`src/pkg/rbic_pkg.sv`:
```
// Constants shared by the remote bus interface control block.
// Assumes a single 20 MHz core clock and byte-wide bus transceiver logic.
package rbic_pkg;
  // ==========================================
  // Clock and serial rates
  localparam int CLK_HZ = 20000000;
  localparam int BAUD_9600 = 9600;
  localparam int BAUD_19200 = 19200;
  localparam int BAUD_38400 = 38400;
  localparam int DIV_W = 16;
  localparam logic [1:0] BSEL_9600 = 2'h0;
  localparam logic [1:0] BSEL_19200 = 2'h1;
  localparam logic [1:0] BSEL_38400 = 2'h2;
  localparam int DATA_BITS = 8;
  localparam int STOP_BITS = 1;

  // ==========================================
  // Register map (byte addresses)
  localparam logic [7:0] REG_CONFIG = 8'h00;
  localparam logic [7:0] REG_SERVICE_REQUEST_ENABLE_MASK = 8'h04;
  localparam logic [7:0] REG_MODE = 8'h08;
  localparam logic [7:0] REG_STATUS = 8'h0c;

  // CONFIG fields
  localparam int CFG_ADDR_LSB = 0;
  localparam int CFG_RXT_BIT = 5;
  localparam int CFG_TXT_LSB = 6;
  localparam logic [4:0] ADDR_MAX = 5'h1e;
  localparam logic [7:0] CFG_RESET = 8'h00;
  localparam logic [7:0] MASK_RESET = 8'h00;

  // MODE fields
  localparam int MODE_BSEL_LSB = 0;
  localparam int MODE_DNLD_BIT = 2;
  localparam logic [1:0] BSEL_RESET = 2'h2;

  // STATUS fields
  localparam int ST_SERIAL_BIT = 0;
  localparam int ST_LISTEN_BIT = 1;
  localparam int ST_TALK_BIT = 2;
  localparam int ST_SRQ_BIT = 3;
  localparam int ST_DNLD_BIT = 4;
  localparam int ST_LLO_BIT = 5;
  localparam int ST_TREQ_BIT = 6;

  // ==========================================
  // Characters
  localparam logic [7:0] CH_LF = 8'h0a;
  localparam logic [7:0] CH_CR = 8'h0d;
  localparam logic [7:0] CH_SHIFT_IN = 8'h0f;
  localparam logic [7:0] CH_SHIFT_OUT = 8'h0e;
  localparam logic [7:0] CH_TALK_REQ = 8'h12;

  typedef enum logic [1:0] {
    RBIC_TXT_LF = 2'h0,
    RBIC_TXT_CR = 2'h1,
    RBIC_TXT_CRLF = 2'h2,
    RBIC_TXT_NONE = 2'h3
  } rbic_txterm_type;

  // ==========================================
  // Parallel bus commands (sent with attention)
  localparam logic [7:0] CMD_LISTEN_BASE = 8'h20;
  localparam logic [7:0] CMD_TALK_BASE = 8'h40;
  localparam logic [7:0] CMD_UNLISTEN = 8'h3f;
  localparam logic [7:0] CMD_UNTALK = 8'h5f;
  localparam logic [7:0] CMD_SPOLL_EN = 8'h18;
  localparam logic [7:0] CMD_SPOLL_DIS = 8'h19;
  localparam logic [7:0] CMD_LOCKOUT = 8'h11;
  localparam logic [7:0] CMD_TRIGGER = 8'h08;
  localparam int RQS_BIT = 6;
endpackage

```
`src/rtl/rbic_uart.sv`:
```
// Asynchronous serial transmitter and receiver, 8 data bits, 1 stop bit.
// Assumes the caller supplies the bit period in clock cycles.
`timescale 1ns/1ns
module rbic_uart #(
  parameter int DIV_W = 16
) (
  input wire logic clk,
  input wire logic rst_n,
  input wire logic [DIV_W-1:0] div,
  input wire logic rx_pin,
  output logic rx_valid,
  output logic [7:0] rx_data,
  input wire logic tx_start,
  input wire logic [7:0] tx_data,
  output logic tx_ready,
  output logic tx_pin
);
  logic rx_s1_q, rx_s2_q, rx_busy_q;
  logic [DIV_W-1:0] rx_tmr_q, tx_tmr_q;
  logic [3:0] rx_bit_q, tx_cnt_q;
  logic [9:0] tx_sh_q;

  // ==========================================
  // Receive: center-sampled, LSB first
  always_ff @(posedge clk or negedge rst_n) begin
    if (!rst_n) begin
      rx_s1_q <= 1'b1;
      rx_s2_q <= 1'b1;
    end else begin
      rx_s1_q <= rx_pin;
      rx_s2_q <= rx_s1_q;
    end
  end

  always_ff @(posedge clk or negedge rst_n) begin
    if (!rst_n) begin
      rx_busy_q <= 1'b0;
      rx_tmr_q <= '0;
      rx_bit_q <= 4'h0;
      rx_data <= 8'h00;
      rx_valid <= 1'b0;
    end else begin
      rx_valid <= 1'b0;
      if (!rx_busy_q) begin
        if (!rx_s2_q) begin
          rx_busy_q <= 1'b1;
          rx_tmr_q <= div >> 1;
          rx_bit_q <= 4'h0;
        end
      end else if (rx_tmr_q != '0) begin
        rx_tmr_q <= rx_tmr_q - 1'b1;
      end else begin
        rx_tmr_q <= div - 1'b1;
        rx_bit_q <= rx_bit_q + 4'h1;
        if (rx_bit_q == 4'h0 && rx_s2_q) begin
          rx_busy_q <= 1'b0;
        end else if (rx_bit_q == 4'h9) begin
          rx_busy_q <= 1'b0;
          rx_valid <= rx_s2_q;
        end else if (rx_bit_q != 4'h0) begin
          rx_data <= {rx_s2_q, rx_data[7:1]};
        end
      end
    end
  end

  // ==========================================
  // Transmit: start, 8 data LSB first, stop
  assign tx_ready = (tx_cnt_q == 4'h0);
  assign tx_pin = tx_sh_q[0];

  always_ff @(posedge clk or negedge rst_n) begin
    if (!rst_n) begin
      tx_sh_q <= 10'h3ff;
      tx_cnt_q <= 4'h0;
      tx_tmr_q <= '0;
    end else if (tx_cnt_q == 4'h0) begin
      if (tx_start) begin
        tx_sh_q <= {1'b1, tx_data, 1'b0};
        tx_cnt_q <= 4'ha;
        tx_tmr_q <= div - 1'b1;
      end
    end else if (tx_tmr_q != '0) begin
      tx_tmr_q <= tx_tmr_q - 1'b1;
    end else begin
      tx_tmr_q <= div - 1'b1;
      tx_sh_q <= {1'b1, tx_sh_q[9:1]};
      tx_cnt_q <= tx_cnt_q - 4'h1;
    end
  end
endmodule

```
`src/rtl/rbic_top.sv`:
```
// Remote bus interface control: parallel bus addressing, string framing,
// service request and serial remote mode.
// Assumes a byte-level parallel bus transceiver on the same clock and a
// talk-buffer stream from the measurement side.
//
// Added by the designer: the register addresses and the plain strobed port.
`timescale 1ns/1ns
module rbic_top (
  input wire logic CORE_CLK,
  input wire logic RESETN,
  input wire logic [7:0] ADDR,
  input wire logic [31:0] WDATA,
  input wire logic WR,
  input wire logic RD,
  output logic [31:0] RDATA,
  input wire logic [7:0] PB_RX_DATA,
  input wire logic PB_RX_STB,
  input wire logic PB_RX_ATN,
  input wire logic PB_RX_EOI,
  output logic [7:0] PB_TX_DATA,
  output logic PB_TX_STB,
  output logic PB_TX_EOI,
  input wire logic PB_TX_READY,
  output logic SRQ_OUT,
  output logic TRIGGER_PULSE,
  input wire logic SER_RX,
  output logic SER_TX,
  output logic [7:0] CMD_DATA,
  output logic CMD_VALID,
  output logic CMD_END,
  input wire logic [7:0] TALK_DATA,
  input wire logic TALK_VALID,
  input wire logic TALK_LAST,
  output logic TALK_READY,
  input wire logic [7:0] STATUS_BYTE,
  input wire logic NATIVE_MODE,
  input wire logic LOCAL_RETURN_KEY,
  output logic SERIAL_REMOTE_INDICATOR,
  output logic PANEL_LOCKED,
  output logic TALK_REFRESH
);
  typedef enum logic [4:0] {
    ST_IDLE = 5'b00001,
    ST_DATA = 5'b00010,
    ST_TERM1 = 5'b00100,
    ST_TERM2 = 5'b01000,
    ST_POLL = 5'b10000
  } rbic_state_type;

  rbic_state_type state_q, state_d;
  logic [4:0] bus_addr_q;
  logic rx_term_cr_q;
  rbic_pkg::rbic_txterm_type tx_term_q;
  logic [7:0] service_request_enable_mask_q;
  logic [1:0] baud_sel_q;
  logic dnld_q, serial_q, listen_q, talk_q, spoll_q, poll_sent_q, llo_q, treq_q;
  logic [rbic_pkg::DIV_W-1:0] div;
  logic urx_valid, utx_ready;
  logic [7:0] urx_data;
  logic out_stb_q;
  logic [7:0] out_byte_q;
  logic sink_ready, issue, srq_live, talk_go;
  logic [7:0] next_byte, poll_byte;
  logic next_eoi;

  // ==========================================
  // Helpers
  function automatic logic [rbic_pkg::DIV_W-1:0] baud_div(input logic [1:0] sel);
    int rate;
    rate = rbic_pkg::BAUD_38400;
    if (sel == rbic_pkg::BSEL_9600) rate = rbic_pkg::BAUD_9600;
    if (sel == rbic_pkg::BSEL_19200) rate = rbic_pkg::BAUD_19200;
    baud_div = rbic_pkg::DIV_W'((rbic_pkg::CLK_HZ + rate / 2) / rate);
  endfunction

  function automatic logic is_rx_term(input logic [7:0] b, input logic cr_sel);
    is_rx_term = (b == (cr_sel ? rbic_pkg::CH_CR : rbic_pkg::CH_LF));
  endfunction

  // ==========================================
  // Register writes
  always_ff @(posedge CORE_CLK or negedge RESETN) begin
    if (!RESETN) begin
      bus_addr_q <= rbic_pkg::CFG_RESET[rbic_pkg::CFG_ADDR_LSB +: 5];
      rx_term_cr_q <= rbic_pkg::CFG_RESET[rbic_pkg::CFG_RXT_BIT];
      tx_term_q <= rbic_pkg::rbic_txterm_type'(rbic_pkg::CFG_RESET[rbic_pkg::CFG_TXT_LSB +: 2]);
    end else if (WR && ADDR == rbic_pkg::REG_CONFIG) begin
      if (WDATA[rbic_pkg::CFG_ADDR_LSB +: 5] <= rbic_pkg::ADDR_MAX) begin
        bus_addr_q <= WDATA[rbic_pkg::CFG_ADDR_LSB +: 5];
      end
      rx_term_cr_q <= WDATA[rbic_pkg::CFG_RXT_BIT];
      tx_term_q <= rbic_pkg::rbic_txterm_type'(WDATA[rbic_pkg::CFG_TXT_LSB +: 2]);
    end
  end

  always_ff @(posedge CORE_CLK or negedge RESETN) begin
    if (!RESETN) begin
      service_request_enable_mask_q <= rbic_pkg::MASK_RESET;
    end else if (WR && ADDR == rbic_pkg::REG_SERVICE_REQUEST_ENABLE_MASK) begin
      service_request_enable_mask_q <= WDATA[7:0];
    end
  end

  always_ff @(posedge CORE_CLK or negedge RESETN) begin
    if (!RESETN) begin
      baud_sel_q <= rbic_pkg::BSEL_RESET;
      dnld_q <= 1'b0;
    end else if (WR && ADDR == rbic_pkg::REG_MODE) begin
      baud_sel_q <= WDATA[rbic_pkg::MODE_BSEL_LSB +: 2];
      if (WDATA[rbic_pkg::MODE_DNLD_BIT]) begin
        dnld_q <= 1'b1;
        baud_sel_q <= rbic_pkg::BSEL_38400;
      end
    end
  end

  // ==========================================
  // Register reads, data one cycle after the strobe
  always_ff @(posedge CORE_CLK or negedge RESETN) begin
    if (!RESETN) begin
      RDATA <= 32'h0000_0000;
    end else begin
      RDATA <= 32'h0000_0000;
      if (RD) begin
        unique case (ADDR)
          rbic_pkg::REG_CONFIG: begin
            RDATA[rbic_pkg::CFG_ADDR_LSB +: 5] <= bus_addr_q;
            RDATA[rbic_pkg::CFG_RXT_BIT] <= rx_term_cr_q;
            RDATA[rbic_pkg::CFG_TXT_LSB +: 2] <= tx_term_q;
          end
          rbic_pkg::REG_SERVICE_REQUEST_ENABLE_MASK: begin
            RDATA[7:0] <= service_request_enable_mask_q;
          end
          rbic_pkg::REG_MODE: begin
            RDATA[rbic_pkg::MODE_BSEL_LSB +: 2] <= baud_sel_q;
            RDATA[rbic_pkg::MODE_DNLD_BIT] <= dnld_q;
          end
          rbic_pkg::REG_STATUS: begin
            RDATA[rbic_pkg::ST_SERIAL_BIT] <= serial_q;
            RDATA[rbic_pkg::ST_LISTEN_BIT] <= listen_q;
            RDATA[rbic_pkg::ST_TALK_BIT] <= talk_q;
            RDATA[rbic_pkg::ST_SRQ_BIT] <= SRQ_OUT;
            RDATA[rbic_pkg::ST_DNLD_BIT] <= dnld_q;
            RDATA[rbic_pkg::ST_LLO_BIT] <= llo_q;
            RDATA[rbic_pkg::ST_TREQ_BIT] <= treq_q;
          end
          default: begin
            RDATA <= 32'h0000_0000;
          end
        endcase
      end
    end
  end

  // ==========================================
  // Serial port
  // Downloader always runs 38400 8N1 with no handshake
  assign div = dnld_q ? baud_div(rbic_pkg::BSEL_38400) : baud_div(baud_sel_q);

  rbic_uart #(
    .DIV_W(rbic_pkg::DIV_W)
  ) u_uart (
    .clk(CORE_CLK),
    .rst_n(RESETN),
    .div(div),
    .rx_pin(SER_RX),
    .rx_valid(urx_valid),
    .rx_data(urx_data),
    .tx_start(out_stb_q && serial_q),
    .tx_data(out_byte_q),
    .tx_ready(utx_ready),
    .tx_pin(SER_TX)
  );

  // ==========================================
  // Serial remote mode
  always_ff @(posedge CORE_CLK or negedge RESETN) begin
    if (!RESETN) begin
      serial_q <= 1'b0;
    end else if (urx_valid && urx_data == rbic_pkg::CH_SHIFT_IN) begin
      serial_q <= 1'b1;
    end else if (urx_valid && urx_data == rbic_pkg::CH_SHIFT_OUT) begin
      serial_q <= 1'b0;
    end else if (LOCAL_RETURN_KEY) begin
      serial_q <= 1'b0;
    end
  end

  // Talk request is held until one string and its terminator are sent
  always_ff @(posedge CORE_CLK or negedge RESETN) begin
    if (!RESETN) begin
      treq_q <= 1'b0;
    end else if (serial_q && urx_valid && urx_data == rbic_pkg::CH_TALK_REQ) begin
      treq_q <= 1'b1;
    end else if (!serial_q || (issue && state_d == ST_IDLE && state_q != ST_POLL)) begin
      treq_q <= 1'b0;
    end
  end

  always_ff @(posedge CORE_CLK or negedge RESETN) begin
    if (!RESETN) begin
      SERIAL_REMOTE_INDICATOR <= 1'b0;
      PANEL_LOCKED <= 1'b0;
      TALK_REFRESH <= 1'b0;
    end else begin
      SERIAL_REMOTE_INDICATOR <= serial_q;
      PANEL_LOCKED <= serial_q;
      TALK_REFRESH <= serial_q && NATIVE_MODE;
    end
  end

  // ==========================================
  // Parallel bus addressing and bus commands
  always_ff @(posedge CORE_CLK or negedge RESETN) begin
    if (!RESETN) begin
      listen_q <= 1'b0;
      talk_q <= 1'b0;
      spoll_q <= 1'b0;
      llo_q <= 1'b0;
    end else if (serial_q) begin
      listen_q <= 1'b0;
      talk_q <= 1'b0;
      spoll_q <= 1'b0;
    end else if (PB_RX_STB && PB_RX_ATN) begin
      if (PB_RX_DATA == (rbic_pkg::CMD_LISTEN_BASE | {3'h0, bus_addr_q})) begin
        listen_q <= 1'b1;
      end else if (PB_RX_DATA == rbic_pkg::CMD_UNLISTEN) begin
        listen_q <= 1'b0;
      end
      if (PB_RX_DATA == (rbic_pkg::CMD_TALK_BASE | {3'h0, bus_addr_q})) begin
        talk_q <= 1'b1;
      end else if (PB_RX_DATA == rbic_pkg::CMD_UNTALK ||
                   (PB_RX_DATA[7:5] == rbic_pkg::CMD_TALK_BASE[7:5])) begin
        talk_q <= 1'b0;
      end
      if (PB_RX_DATA == rbic_pkg::CMD_SPOLL_EN) begin
        spoll_q <= 1'b1;
      end else if (PB_RX_DATA == rbic_pkg::CMD_SPOLL_DIS) begin
        spoll_q <= 1'b0;
      end
      if (PB_RX_DATA == rbic_pkg::CMD_LOCKOUT) begin
        llo_q <= 1'b1;
      end
    end
  end

  always_ff @(posedge CORE_CLK or negedge RESETN) begin
    if (!RESETN) begin
      TRIGGER_PULSE <= 1'b0;
    end else begin
      TRIGGER_PULSE <= !serial_q && listen_q && PB_RX_STB && PB_RX_ATN &&
                       PB_RX_DATA == rbic_pkg::CMD_TRIGGER;
    end
  end

  // Poll answer goes once per enable
  always_ff @(posedge CORE_CLK or negedge RESETN) begin
    if (!RESETN) begin
      poll_sent_q <= 1'b0;
    end else if (!spoll_q) begin
      poll_sent_q <= 1'b0;
    end else if (issue && state_q == ST_POLL) begin
      poll_sent_q <= 1'b1;
    end
  end

  // ==========================================
  // Service request
  assign srq_live = |(STATUS_BYTE & service_request_enable_mask_q);
  assign poll_byte = {STATUS_BYTE[7], srq_live, STATUS_BYTE[5:0]};

  always_ff @(posedge CORE_CLK or negedge RESETN) begin
    if (!RESETN) begin
      SRQ_OUT <= 1'b0;
    end else begin
      SRQ_OUT <= srq_live && !serial_q;
    end
  end

  // ==========================================
  // Incoming command characters
  always_ff @(posedge CORE_CLK or negedge RESETN) begin
    if (!RESETN) begin
      CMD_DATA <= 8'h00;
      CMD_VALID <= 1'b0;
      CMD_END <= 1'b0;
    end else begin
      CMD_VALID <= 1'b0;
      CMD_END <= 1'b0;
      if (serial_q && urx_valid && urx_data != rbic_pkg::CH_SHIFT_IN &&
          urx_data != rbic_pkg::CH_SHIFT_OUT && urx_data != rbic_pkg::CH_TALK_REQ) begin
        CMD_DATA <= urx_data;
        CMD_VALID <= 1'b1;
        CMD_END <= is_rx_term(urx_data, rx_term_cr_q);
      end else if (!serial_q && listen_q && PB_RX_STB && !PB_RX_ATN) begin
        CMD_DATA <= PB_RX_DATA;
        CMD_VALID <= 1'b1;
        CMD_END <= PB_RX_EOI || is_rx_term(PB_RX_DATA, rx_term_cr_q);
      end
    end
  end

  // ==========================================
  // Outgoing strings
  assign sink_ready = serial_q ? utx_ready : PB_TX_READY;
  assign issue = (state_q != ST_IDLE) && sink_ready && !out_stb_q;
  assign talk_go = serial_q ? treq_q : talk_q;
  assign TALK_READY = issue && state_q == ST_DATA;

  always_comb begin
    state_d = state_q;
    next_byte = TALK_DATA;
    next_eoi = 1'b0;
    unique case (state_q)
      ST_IDLE: begin
        if (!serial_q && talk_q && spoll_q && !poll_sent_q) begin
          state_d = ST_POLL;
        end else if (talk_go && !spoll_q && TALK_VALID) begin
          state_d = ST_DATA;
        end
      end
      ST_DATA: begin
        next_eoi = TALK_LAST && tx_term_q == rbic_pkg::RBIC_TXT_NONE;
        if (!TALK_VALID) begin
          state_d = ST_DATA;
        end else if (issue && TALK_LAST) begin
          state_d = (tx_term_q == rbic_pkg::RBIC_TXT_NONE) ? ST_IDLE : ST_TERM1;
        end
      end
      ST_TERM1: begin
        next_byte = (tx_term_q == rbic_pkg::RBIC_TXT_LF) ? rbic_pkg::CH_LF : rbic_pkg::CH_CR;
        next_eoi = tx_term_q != rbic_pkg::RBIC_TXT_CRLF;
        if (issue) begin
          state_d = (tx_term_q == rbic_pkg::RBIC_TXT_CRLF) ? ST_TERM2 : ST_IDLE;
        end
      end
      ST_TERM2: begin
        next_byte = rbic_pkg::CH_LF;
        next_eoi = 1'b1;
        if (issue) begin
          state_d = ST_IDLE;
        end
      end
      ST_POLL: begin
        next_byte = poll_byte;
        next_eoi = 1'b0;
        if (issue) begin
          state_d = ST_IDLE;
        end
      end
      default: begin
        state_d = ST_IDLE;
      end
    endcase
  end

  always_ff @(posedge CORE_CLK or negedge RESETN) begin
    if (!RESETN) begin
      state_q <= ST_IDLE;
    end else if (state_q == ST_DATA && !TALK_VALID && !talk_go) begin
      state_q <= ST_IDLE;
    end else begin
      state_q <= state_d;
    end
  end

  always_ff @(posedge CORE_CLK or negedge RESETN) begin
    if (!RESETN) begin
      out_stb_q <= 1'b0;
      out_byte_q <= 8'h00;
      PB_TX_EOI <= 1'b0;
    end else begin
      out_stb_q <= issue && (state_q != ST_DATA || TALK_VALID);
      if (issue) begin
        out_byte_q <= next_byte;
        PB_TX_EOI <= next_eoi && !serial_q;
      end
    end
  end

  assign PB_TX_STB = out_stb_q && !serial_q;
  assign PB_TX_DATA = out_byte_q;
endmodule

```
`config.mk`:
```
export PLATFORM = sky130hd
export DESIGN_NAME = rbic_top
export DESIGN_NICKNAME = d
export VERILOG_FILES = /design/src/pkg/rbic_pkg.sv /design/src/rtl/rbic_uart.sv /design/src/rtl/rbic_top.sv
export SDC_FILE = /design/constraint.sdc
export NUM_CORES = 1
export LEC_CHECK = 0
export BUFFER_PORTS_ARGS = -buffer_cell sky130_fd_sc_hd__buf_2
export CAP_MARGIN = 20
export CORE_MARGIN = 2
export CORE_UTILIZATION = 40
export CTS_CLUSTER_DIAMETER = 200
export DETAILED_ROUTE_END_ITERATION = 10
export SLEW_MARGIN = 20
export SYNTH_ARGS = -nofsm -noshare
export SYNTH_HDL_FRONTEND = slang
export SYNTH_SLANG_ARGS = --single-unit
```
`constraint.sdc`:
```
create_clock -name CORE_CLK -period 2.36 [get_ports CORE_CLK]
set_input_delay 0.354 -clock CORE_CLK [delete_from_list [all_inputs] [get_ports CORE_CLK]]
set_output_delay 0.354 -clock CORE_CLK [all_outputs]
set_load 0.02 [all_outputs]
```
==> results of run 1 <==
-- routing by layer --
metal,vias to the layer above,global-route usage (%)
met3,22,5.25
met4,0,6.21
met5,-,0
met2,158,32.9
li1,2755,-
met1,2852,26.8
-- placed cells by master (no fill, tap or decap), types with 5 or more instances in the layout --
cell type	n
nor3_1	24
o21ai_0	19
a22o_1	9
a21o_1	10
nor2_1	72
xnor2_1	5
buf_4	43
xor2_1	5
o22ai_1	9
or3_1	11
ha_1	9
nand2_1	37
nand4_1	9
nor2b_1	14
inv_1	16
buf_2	85
dfrtp_1	111
nor4_1	8
and3_1	7
mux2i_1	11
nand3_1	18
a22oi_1	8
nand2b_1	15
nor3b_1	6
dfstp_2	13
mux2_2	24
o21ai_1	8
clkinv_2	5
clkbuf_16	17
o31ai_1	5
a21oi_1	43
conb_1	24
a31oi_1	21
-- flip-flops by register name, summed over array words and instances, names as in the netlist, 4 cells and up --
name and count:
PB_TX_DATA 8, state_q 5, CMD_DATA 8, u_uart.rx_data 8, bus_addr_q 5, RDATA 8, u_uart.tx_cnt_q 4, service_request_enable_mask_q 8
u_uart.tx_tmr_q 16, u_uart.rx_tmr_q 16, u_uart.tx_sh_q 9, u_uart.rx_bit_q 4
-- logic make-up (layout without fill, tap and decap cells) --
family | after synthesis | in the layout | share of synthesized area, %
flops | 124 | 124 | 46.2
buf+inv | 72 | 186 | 5.67
other cells | 1 | 26 | 0.0555
compound gates | 177 | 177 | 17.4
mux | 38 | 38 | 6.63
simple gates | 261 | 261 | 20.9
fa+ha+maj | 10 | 10 | 1.85
xor+xnor | 10 | 10 | 1.30
-- cell type report --
cell class	instances	share of cell area, %
Inverter	20	0.898
Sequential cell	124	37.3
Tap cell	220	3.29
Antenna cell	2	0.0599
Multi-Input combinational cell	520	41.0
Clock inverter	12	2.02
Timing Repair Buffer	134	10.1
Clock buffer	20	5.34
-- worst paths after layout --
path / slack, ps / cells after the start / from / endpoint
worst max-delay path: 80 / 7 / u_uart.tx_cnt_q[1] / TALK_READY
worst min-delay path: 30 / 1 / SER_RX / u_uart.rx_s1_q
worst max register to register: 90 / 9 / u_uart.rx_tmr_q[0] / u_uart.rx_tmr_q[12]
worst min register to register: 360 / 0 / u_uart.rx_s1_q / u_uart.rx_s2_q
max in group asynchronous: 1160 / 3 / RESETN / u_uart.rx_busy_q
min in group asynchronous: 490 / 2 / RESETN / state_q[2]
-- report_power, final --
part / switching, uW / internal, uW
registers: 414 / 2610
clock network: 966 / 1790
logic: 1230 / 973
total: 2610 / 5370
-- per-stage QoR --
step / cells / worst slack [ps] / total power (uW) / area (um2)
after detailed placement: 1012 / -59.5 / 5160 / 7590
after global placement: 1012 / -81.5 / 5060 / 7590
after CTS: 1046 / 8.54 / 7970 / 8250
after global routing: 1050 / -11.1 / 8440 / 8360
after floorplan: 716 / 196 / 4320 / 6850
final: 1052 / 80.9 / 7990 / 8360
-- timing repair --
| item | CTS | global route |
|---|---|---|
| hold endpoints to repair | 31 | 0 |
| gates resized for setup | 5 | 15 |
| endpoints found under the setup margin | 17 | 19 |
| hold buffers | 1 | 0 |
| buffers inserted | 1 | 4 |
| gates cloned | 0 | 0 |
| pin swaps | 2 | 6 |
==> summary.txt, run 1 <==
Status
  • Outcome: completed

Logic synthesis
  • Yosys reg bits: approximately 120
  • Share of the synthesized area in the top cell type: between 40% and 50%
  • Asr flop ratio synth: 100%
  • Library cells used by synthesis: 77
  • Top FF cell, synth: dfrtp_1
  • Mean Syn Cell Area: about 9.7 um2
  • Synth area leaders: dfrtp_1 (41%), dfstp_2 (5.1%), nor2_1 (4.1%)
  • Top-count cell post-synth: dfrtp_1
  • Sequential share of the synthesized area: between 40% and 50%
  • Count of flip-flops with a built-in enable after synthesis: 0
  • Cell count after synthesis: 693
  • Biggest area consumer among synthesized cells: dfrtp_1
  • Post-Syn Area: just under 7000 um2
  • Synth Warn #: 0
  • Most frequent cells after synthesis: dfrtp_1 (111), nor2_1 (74), a21oi_1 (45)

GRT
  • Vias in the first global route: about 5700
  • First-pass GRT wire length: roughly 29000 um
  • Initial antenna violation count: 2
  • Largest net degree at the start of global routing: 46
  • Grt total ovfl: 0
  • Tot GR Track Use: approximately a fifth

Worst setup path
  • Critical path endpoint category: output port
  • Buf+Inv Stages, Crit Path: 3
  • Slowest CP cell: dfrtp_1
  • CP startpoint kind: flop
  • Req. time, crit path: roughly 2000 ps
  • Crit path max fanout: 5
  • CP Cell Sequence: inv_2 > ha_4 > nor3b_4 > buf_6 > a21oi_2 > nor4_4 > buf_4
  • Worst path arrival time: slightly below 2000 ps
  • Critical Setup Path Class: flop to output port
  • Crit path largest cell delay: 380 ps
  • Delay-heaviest family, CP: simple AND/OR/NAND/NOR gates

Clock tree
  • Root Driver: clkbuf_16
  • Clk buf depth: 2
  • Clk slew on worst S/H paths: about 50 ps
  • Clk sinks: between 100 and 150
  • TritonCTS clock tree: built
  • H-Tree Depth: 4
  • CTS buffer count: 17
  • Worst-Skew Late Latency: ~430 ps

Routing
  • Vias per cell: approximately 5.5
  • M1 WL: around 8000 um
  • Post-detailed-route DRC marker count: 0
  • Total Wirelength: between 15000 and 20000 um
  • Final antenna-violating net count: 0
  • Initial DRC count: ~370
  • Met3 Routed Length: 931 um
  • Routed vias: 5787
  • DRT Pass-1 Iters: 4
  • Top sig layer: met4
  • Met2 Wirelength: between 8000 and 9000 um
  • Wirelength per Cell: ~17 um

STA
  • Fin crit share: around 97%
  • Final hold violations: 0
  • Pins Over Slew Limit: 0
  • Final setup violation count: 0
  • Fmax: around 440 MHz
  • Clock Skews: between 7 and 8 ps
  • Crit path time final: approximately 2300 ps
  • Max transition margin: roughly half
  • Setup_tns: 0 ps
  • Fin Hold WS: roughly 31 ps
  • Worst Tran Pin Value: roughly 770 ps

Die
  • Num ports: 136
  • Placement Rows: between 40 and 50
  • Die area: 17900 um2
  • Die W: roughly 130 um
  • Die Ht: around 130 um
  • Initial Utilization: between 40% and 50%
  • Core area: about 17000 um2

Layout
  • Share of layout cells above drive strength 1: 28.6%
  • Nets@finish: 904
  • Seq. cell area: 3120 um2
  • Multi-input combinational cell area: ~3400 um2
  • Area grow syn2layout: 23.8%
  • Post-layout util: between 50% and 60%
  • Fill count: roughly 1500

Placement
  • HPWL after detailed placement: about 13000 um
  • IO buf count: 87
  • Routability cong.: around 0.89

Pwr
  • Maximum VDD drop: between 500 and 600 uV
  • P per Cell Area: between 900 and 1000 nW/um2
  • P_leak: slightly below 0.004 uW

Worst hold path
  • Hold WC Path Type: primary input to flop

Run
  • Max_cap viols: 0
No activity file was read; power rests on OpenSTA's default activity.
==> run 2: changes to the inputs <==
==> constraint.sdc (replaced) <==
create_clock -name CORE_CLK -period 2.7 [get_ports CORE_CLK]
set_input_delay 0.405 -clock CORE_CLK [delete_from_list [all_inputs] [get_ports CORE_CLK]]
set_output_delay 0.405 -clock CORE_CLK [all_outputs]
set_load 0.1 [all_outputs]
==> run 2 against run 1 <==
Against the previous run: the run now ends with negative hold slack left; hold slack got worse by 35 ps; non-clock buffer count shrank 28; utilization down 1.8 points; final cell count fell by 2.6%; global-route usage shrank 0.86 points; critical path depth shrank 3; routed wire length is 2.8% lower; combinational power up 5%; sequential power decreased by 12%; via count is 0.55% lower; sequential share of layout area grew 1.4 points.
==> summary.txt, run 2 (synthesized netlist as in run 1, its figures left out) <==
Placement
  • Post-placement cell count: 990 (-2.2%)
  • Routability cong.: 0.855 (-3.7%)
  • IO buf count: 87 (unchanged)
  • Placed cell area: 7430 um2 (-2.2%)
  • HPWL after detailed placement: 12500 um (-3.6%)

GRT
  • Vias in the first global route: 5448 (-4.3%)
  • Met2 GRT Util: 30.6% (-2.3 points)
  • Most Crowded Layer GR: met2
  • Initial antenna violation count: 3 (+1)
  • Tot GR Track Use: 19.5% (-0.86 points)
  • Grt total ovfl: 0 (unchanged)
  • Largest net degree at the start of global routing: 53 (+15%)
  • Routing usage on met3: 4.91% (-0.34 points)
  • First-pass GRT wire length: 27600 um (-5.0%)
  • GR Layer Usage met1: 25.9% (-0.96 points)

Routing
  • Initial DRC count: 307 (-18%)
  • Routed vias: 5755 (-0.55%)
  • Post-detailed-route DRC marker count: 0 (unchanged)
  • DRT Pass-1 Iters: 8 (+4)
  • Vias per cell: 5.61 (+2.1%)
  • Final antenna-violating net count: 0 (unchanged)
  • Wirelength per Cell: 16.7 um (-0.26%)
  • Total Wirelength: 17100 um (-2.8%)

Status
  • Failing checks: negative hold slack
  • Outcome: complete, but fails checks

Layout
  • Final instance area: 8060 um2 (-3.6%)
  • Top flop regs: u_uart.rx_tmr_q (16), u_uart.tx_tmr_q (16), u_uart.tx_sh_q (9)
  • Post-Layout Cell Count: 1025 (-2.6%)
  • Most common cell after layout, fill and taps aside: dfrtp_1
  • Nets@finish: 876 (-3.1%)
  • Share of layout cells above drive strength 1: 24.7% (-3.9 points)
  • Area grow syn2layout: 19.4%
  • Most frequent cells in the layout: dfrtp_1 (111), buf_2 (85), nor2_1 (74)

Clock tree
  • Clk sinks: 124 (unchanged)
  • Clk slew on worst S/H paths: 60 ps (about the same)
  • Worst-Skew Late Latency: 420 ps (about the same)
  • Clk buf depth: 2 (unchanged)
  • # Post-CTS Setup Buffers: 0 (-1)
  • H-Tree Depth: 4 (unchanged)
  • CTS buffer count: 17 (unchanged)
  • TritonCTS clock tree: built
  • Hold buffers post-CTS: 0 (-1)
  • Root Driver: clkbuf_16

STA
  • Setup_tns: 0 ps (unchanged)
  • Final hold violations: 2 (+2)
  • Clock Skews: 8.85 ps (+1.54 ps)
  • Crit path time final: roughly 2600 ps
  • Max transition margin: 25.6% (-23 points)
  • Fmax: around 390 MHz
  • Unrepaired setup endpoints after global routing: false
  • Pins Over Slew Limit: 0 (unchanged)
  • Final setup violation count: 0 (unchanged)
  • Worst Tran Pin Value: 1110 ps (+337 ps)
  • Fin Hold WS: -4.19 ps (-35.2 ps)
  • Fin crit share: around 95%

Worst setup path
  • Crit path max fanout: 9 (+4)
  • Critical path endpoint category: output port
  • Req. time, crit path: 2300 ps (+290 ps)
  • CP startpoint kind: flop
  • Critical Setup Path Class: flop to output port
  • R2R depth: 5 (-4)
  • Worst path arrival time: 2160 ps (+230 ps)

Pwr
  • P per Cell Area: 916 nW/um2 (-4.1%)
  • P_leak: 0.00377 uW (-3.9%)
  • Maximum VDD drop: 1220 uV (+110%)

Die
  • Die W: 134 um (unchanged)
  • Core area: 16500 um2 (unchanged)
  • Die Ht: 134 um (unchanged)
  • Num ports: 136 (unchanged)
  • Placement Rows: 47 (unchanged)
  • Initial Utilization: 40.9% (unchanged)
  • Die area: 17900 um2 (unchanged)

Run
  • Max_cap viols: 0 (unchanged)

Worst hold path
  • Hold WC Path Type: primary input to async pin
==> run 2: cell count changes in the layout (fill, tap and decap cells not counted), sizes merged <==
cell,previous run,this run
diode,2,3
dlygate4sd3,1,0
clkbuf,20,18
clkinvlp,2,3
buf,133,106
inv,21,22
==> run 2: worst max-delay path, cell delays in order, from the launching register on <==
cell and delay, ps:
dfrtp_1 450, nor3_1 360, nand3b_1 300, nor4_4 340, buf_6 270
==> run 2: timing repair <==
action / CTS / global route
setup endpoints to repair: 1 / 1
gates resized for setup: 1 / 1
cloned: 0 / 0
==> run 2: per-stage QoR <==
stage	total power [uW]	hold WS, ps	util [%]	worst slack, ps
2_1_floorplan	4420	109	-	183
3_3_place_gp	4930	346	44.9	384
3_5_place_dp	5000	347	44.9	320
4_1_cts	7430	2.06	48.7	72.9
5_1_grt	7780	32.8	48.7	16.4
6_report	7380	-4.19	48.8	139
==> run 2: worst paths after layout <==
check,from,end,slack (ps)
setup reg to reg,u_uart.rx_data[5],CMD_DATA[1],300
setup / recovery,state_q[3],TALK_READY,140
hold / removal,RESETN,TALK_REFRESH,-4
max in group asynchronous,RESETN,baud_sel_q[1],1930
hold reg to reg,u_uart.rx_s1_q,u_uart.rx_s2_q,350
min in group CORE_CLK,SER_RX,u_uart.rx_s1_q,80
==> run 2: metal layers <==
layer,vias to the layer above,routed length [um]
li1,2704,-
met1,2823,7600
met2,203,8070
met3,25,1070
met4,0,350
met5,-,0
==> run 2: final cells by class <==
type                            instances  area [um2]
Tap cell                              220         275
Clock buffer                           18         429
Inverter                               20        75.1
Clock inverter                         14         193
Sequential cell                       124        3120
Timing Repair Buffer                  106         599
Antenna cell                            3        7.51
Multi-Input combinational cell        520        3360
Fill cell                            1542        8460
==> run 2: report_power, final <==
part / leakage [uW] / internal [uW] / switching [uW]
Sequential: 0.00158 / 2290 / 381
Clock: 0.000297 / 1550 / 856
Combinational: 0.00189 / 684 / 1630
Total: 0.00377 / 4510 / 2870
==> run 3: changes to the inputs <==
==> constraint.sdc (replaced) <==
create_clock -name CORE_CLK -period 2.6 [get_ports CORE_CLK]
set_input_delay 0.39 -clock CORE_CLK [delete_from_list [all_inputs] [get_ports CORE_CLK]]
set_output_delay 0.39 -clock CORE_CLK [all_outputs]
set_load 0.1 [all_outputs]
==> run 3 against run 2 <==
Against the previous run: the run now ends clean; critical endpoint unchanged; critical path depth grew 2; non-clock buffer count grew 2; global-route usage grew 0.36 points; clock skew shrank 0.71 ps; sequential cell count is the same; hold slack gained 10 ps; cell area grew 0.45%; register-to-register slack lost 100 ps; first-iteration DRC count grew 23%; critical path type unchanged; power grew 3.3%; largest cell class unchanged.
==> summary.txt, run 3 (synthesized netlist as in run 1, its figures left out) <==
Worst setup path
  • R2R depth: 7 (+2)
  • Critical path endpoint category: output port
  • Reg2reg setup slack: 200 ps (-100 ps)
  • Req. time, crit path: 2210 ps (-90 ps)
  • Crit path max fanout: 5 (-4)
  • End of the worst register-to-register path: u_uart.rx_data[1]
  • Critical Setup Path Class: flop to output port
  • Worst path arrival time: 2110 ps (-50 ps)
  • R2R Path Start: u_uart.rx_tmr_q[0]
  • CP startpoint kind: flop

GRT
  • Largest net degree at the start of global routing: 52 (-1.9%)
  • Initial antenna violation count: 2 (-1)
  • First-pass GRT wire length: 28600 um (+3.5%)
  • Tot GR Track Use: 19.8% (+0.36 points)
  • Vias in the first global route: 5727 (+5.1%)
  • Grt total ovfl: 0 (unchanged)

Routing
  • Initial DRC count: 379 (+23%)
  • Vias per cell: 5.56 (-0.94%)
  • Final antenna-violating net count: 0 (unchanged)
  • Top sig layer: met4
  • M1 WL: 7810 um (+2.8%)
  • DRT Pass-1 Iters: 4 (-4)
  • Post-detailed-route DRC marker count: 0 (unchanged)
  • Total Wirelength: 17300 um (+1.1%)
  • Wirelength per Cell: 16.8 um (+0.94%)
  • Met3 Routed Length: 945 um (-12%)
  • Met2 Wirelength: 8200 um (+1.6%)
  • Routed vias: 5712 (-0.75%)

STA
  • Fin Hold WS: 6.31 ps (+10.5 ps)
  • Setup_tns: 0 ps (unchanged)
  • Unrepaired setup endpoints after global routing: false
  • Final setup violation count: 0 (unchanged)
  • Clock Skews: 8.13 ps (-0.712 ps)
  • Worst Tran Pin Value: 758 ps (-350 ps)
  • Crit path time final: around 2500 ps
  • Fmax: between 300 and 400 MHz
  • Fin crit share: between 90 and 100%
  • Setup ws final: 97.6 ps (-41.8 ps)
  • Max transition margin: 49.2% (+24 points)
  • Pins Over Slew Limit: 0 (unchanged)
  • Final hold violations: 0 (-2)

Clock tree
  • H-Tree Depth: 4 (unchanged)
  • Worst-Skew Late Latency: 410 ps (about the same)
  • Clk sinks: 124 (unchanged)
  • Clk buf depth: 2 (unchanged)
  • TritonCTS clock tree: built
  • Clk slew on worst S/H paths: 60 ps (about the same)
  • CTS buffer count: 17 (unchanged)
  • Root Driver: clkbuf_16

Pwr
  • Maximum VDD drop: 1400 uV (+15%)
  • P_leak: 0.00378 uW (+0.42%)
  • P per Cell Area: 942 nW/um2 (+2.8%)

Layout
  • Area grow syn2layout: 19.9%
  • Post-Layout Cell Count: 1027 (+0.20%)
  • Share of layout cells above drive strength 1: 25.2% (+0.56 points)
  • Top flop regs: u_uart.rx_tmr_q (16), u_uart.tx_tmr_q (16), u_uart.tx_sh_q (9)
  • Most common cell after layout, fill and taps aside: dfrtp_1
  • Nets@finish: 878 (+0.23%)
  • Most frequent cells in the layout: dfrtp_1 (111), buf_2 (85), nor2_1 (74)

Placement
  • Routability cong.: 0.845 (-1.2%)
  • HPWL after detailed placement: 12500 um (-0.11%)
  • IO buf count: 87 (unchanged)
  • Pre-CTS setup slack: 184 ps (-136 ps)
  • Post-placement cell count: 991 (+0.10%)

Die
  • Initial Utilization: 40.9% (unchanged)
  • Num ports: 136 (unchanged)
  • Die Ht: 134 um (unchanged)
  • Die area: 17900 um2 (unchanged)
  • Placement Rows: 47 (unchanged)
  • Core area: 16500 um2 (unchanged)
  • Die W: 134 um (unchanged)

Status
  • Outcome: completed

Worst hold path
  • Hold WC Path Type: primary input to async pin

Run
  • Max_cap viols: 0 (unchanged)
run 3: cell types whose count changed in the layout (fill, tap and decap cells not counted):
| cell | change |
|---|---|
| buf_4 | +2 |
| nor3_2 | +2 |
| a21oi_2 | +1 |
| inv_6 | -1 |
| nor3_1 | -2 |
| buf_6 | -1 |
| buf_12 | +1 |
| clkbuf_8 | +4 |
| bufinv_16 | -1 |
| a21oi_1 | -1 |
| clkinv_4 | -2 |
run 3: worst max path at each step:
| stage | startpoint | end | slack (ps) | depth (start not counted) |
|---|---|---|---|---|
| after floorplan | serial_q | PB_TX_STB | 100 | 3 |
| after global placement | u_uart.rx_tmr_q[0] | u_uart.rx_data[6] | 280 | 7 |
| after detailed placement | u_uart.rx_tmr_q[0] | u_uart.rx_data[3] | 180 | 7 |
| after CTS | u_uart.tx_cnt_q[0] | TALK_READY | 100 | 6 |
| after global routing | u_uart.tx_cnt_q[0] | TALK_READY | 10 | 6 |
| final | u_uart.tx_cnt_q[0] | TALK_READY | 100 | 6 |
run 3: cell type report:
| cell class | instances | area, um2 |
|---|---|---|
| inverter | 20 | 75.1 |
| clock buffer | 22 | 484 |
| timing repair buffer | 108 | 623 |
| sequential | 124 | 3120 |
| antenna | 3 | 7.51 |
| tap | 220 | 275 |
| multi-input combinational | 520 | 3380 |
| fill | 1536 | 8430 |
| clock inverter | 10 | 136 |
run 3: timing repair:
action,in CTS,in global routing
setup buffers,0,1
endpoints found under the setup margin,0,1
resized for setup,0,2
hold buffers,0,0
run 3: metrics by stage:
step	utilization [%]	total power, uW	area, um2
after CTS	48.8	7670	8070
after floorplan	-	4590	6860
final	49.0	7630	8100
after global placement	45.1	5120	7450
after detailed placement	45.1	5200	7450
after global routing	49.0	8050	8090
run 3: worst max-delay path, cell delays in order (launching register included):
cell and delay (ps):
dfrtp_1 410, inv_1 70, ha_1 180, nor3b_2 320, a21oi_2 180, nor4_4 330, buf_12 220
run 3: per-layer routing:
| layer | up-vias | track usage (%) |
|---|---|---|
| met5 | - | 0 |
| met4 | 0 | 7.03 |
| met3 | 24 | 5.29 |
| met2 | 162 | 31.7 |
| met1 | 2807 | 26.0 |
| li1 | 2719 | - |
run 3: power breakdown:
group          switching, uW  internal (uW)
logic                   1710            712
registers                391           2370
clock network            836           1610
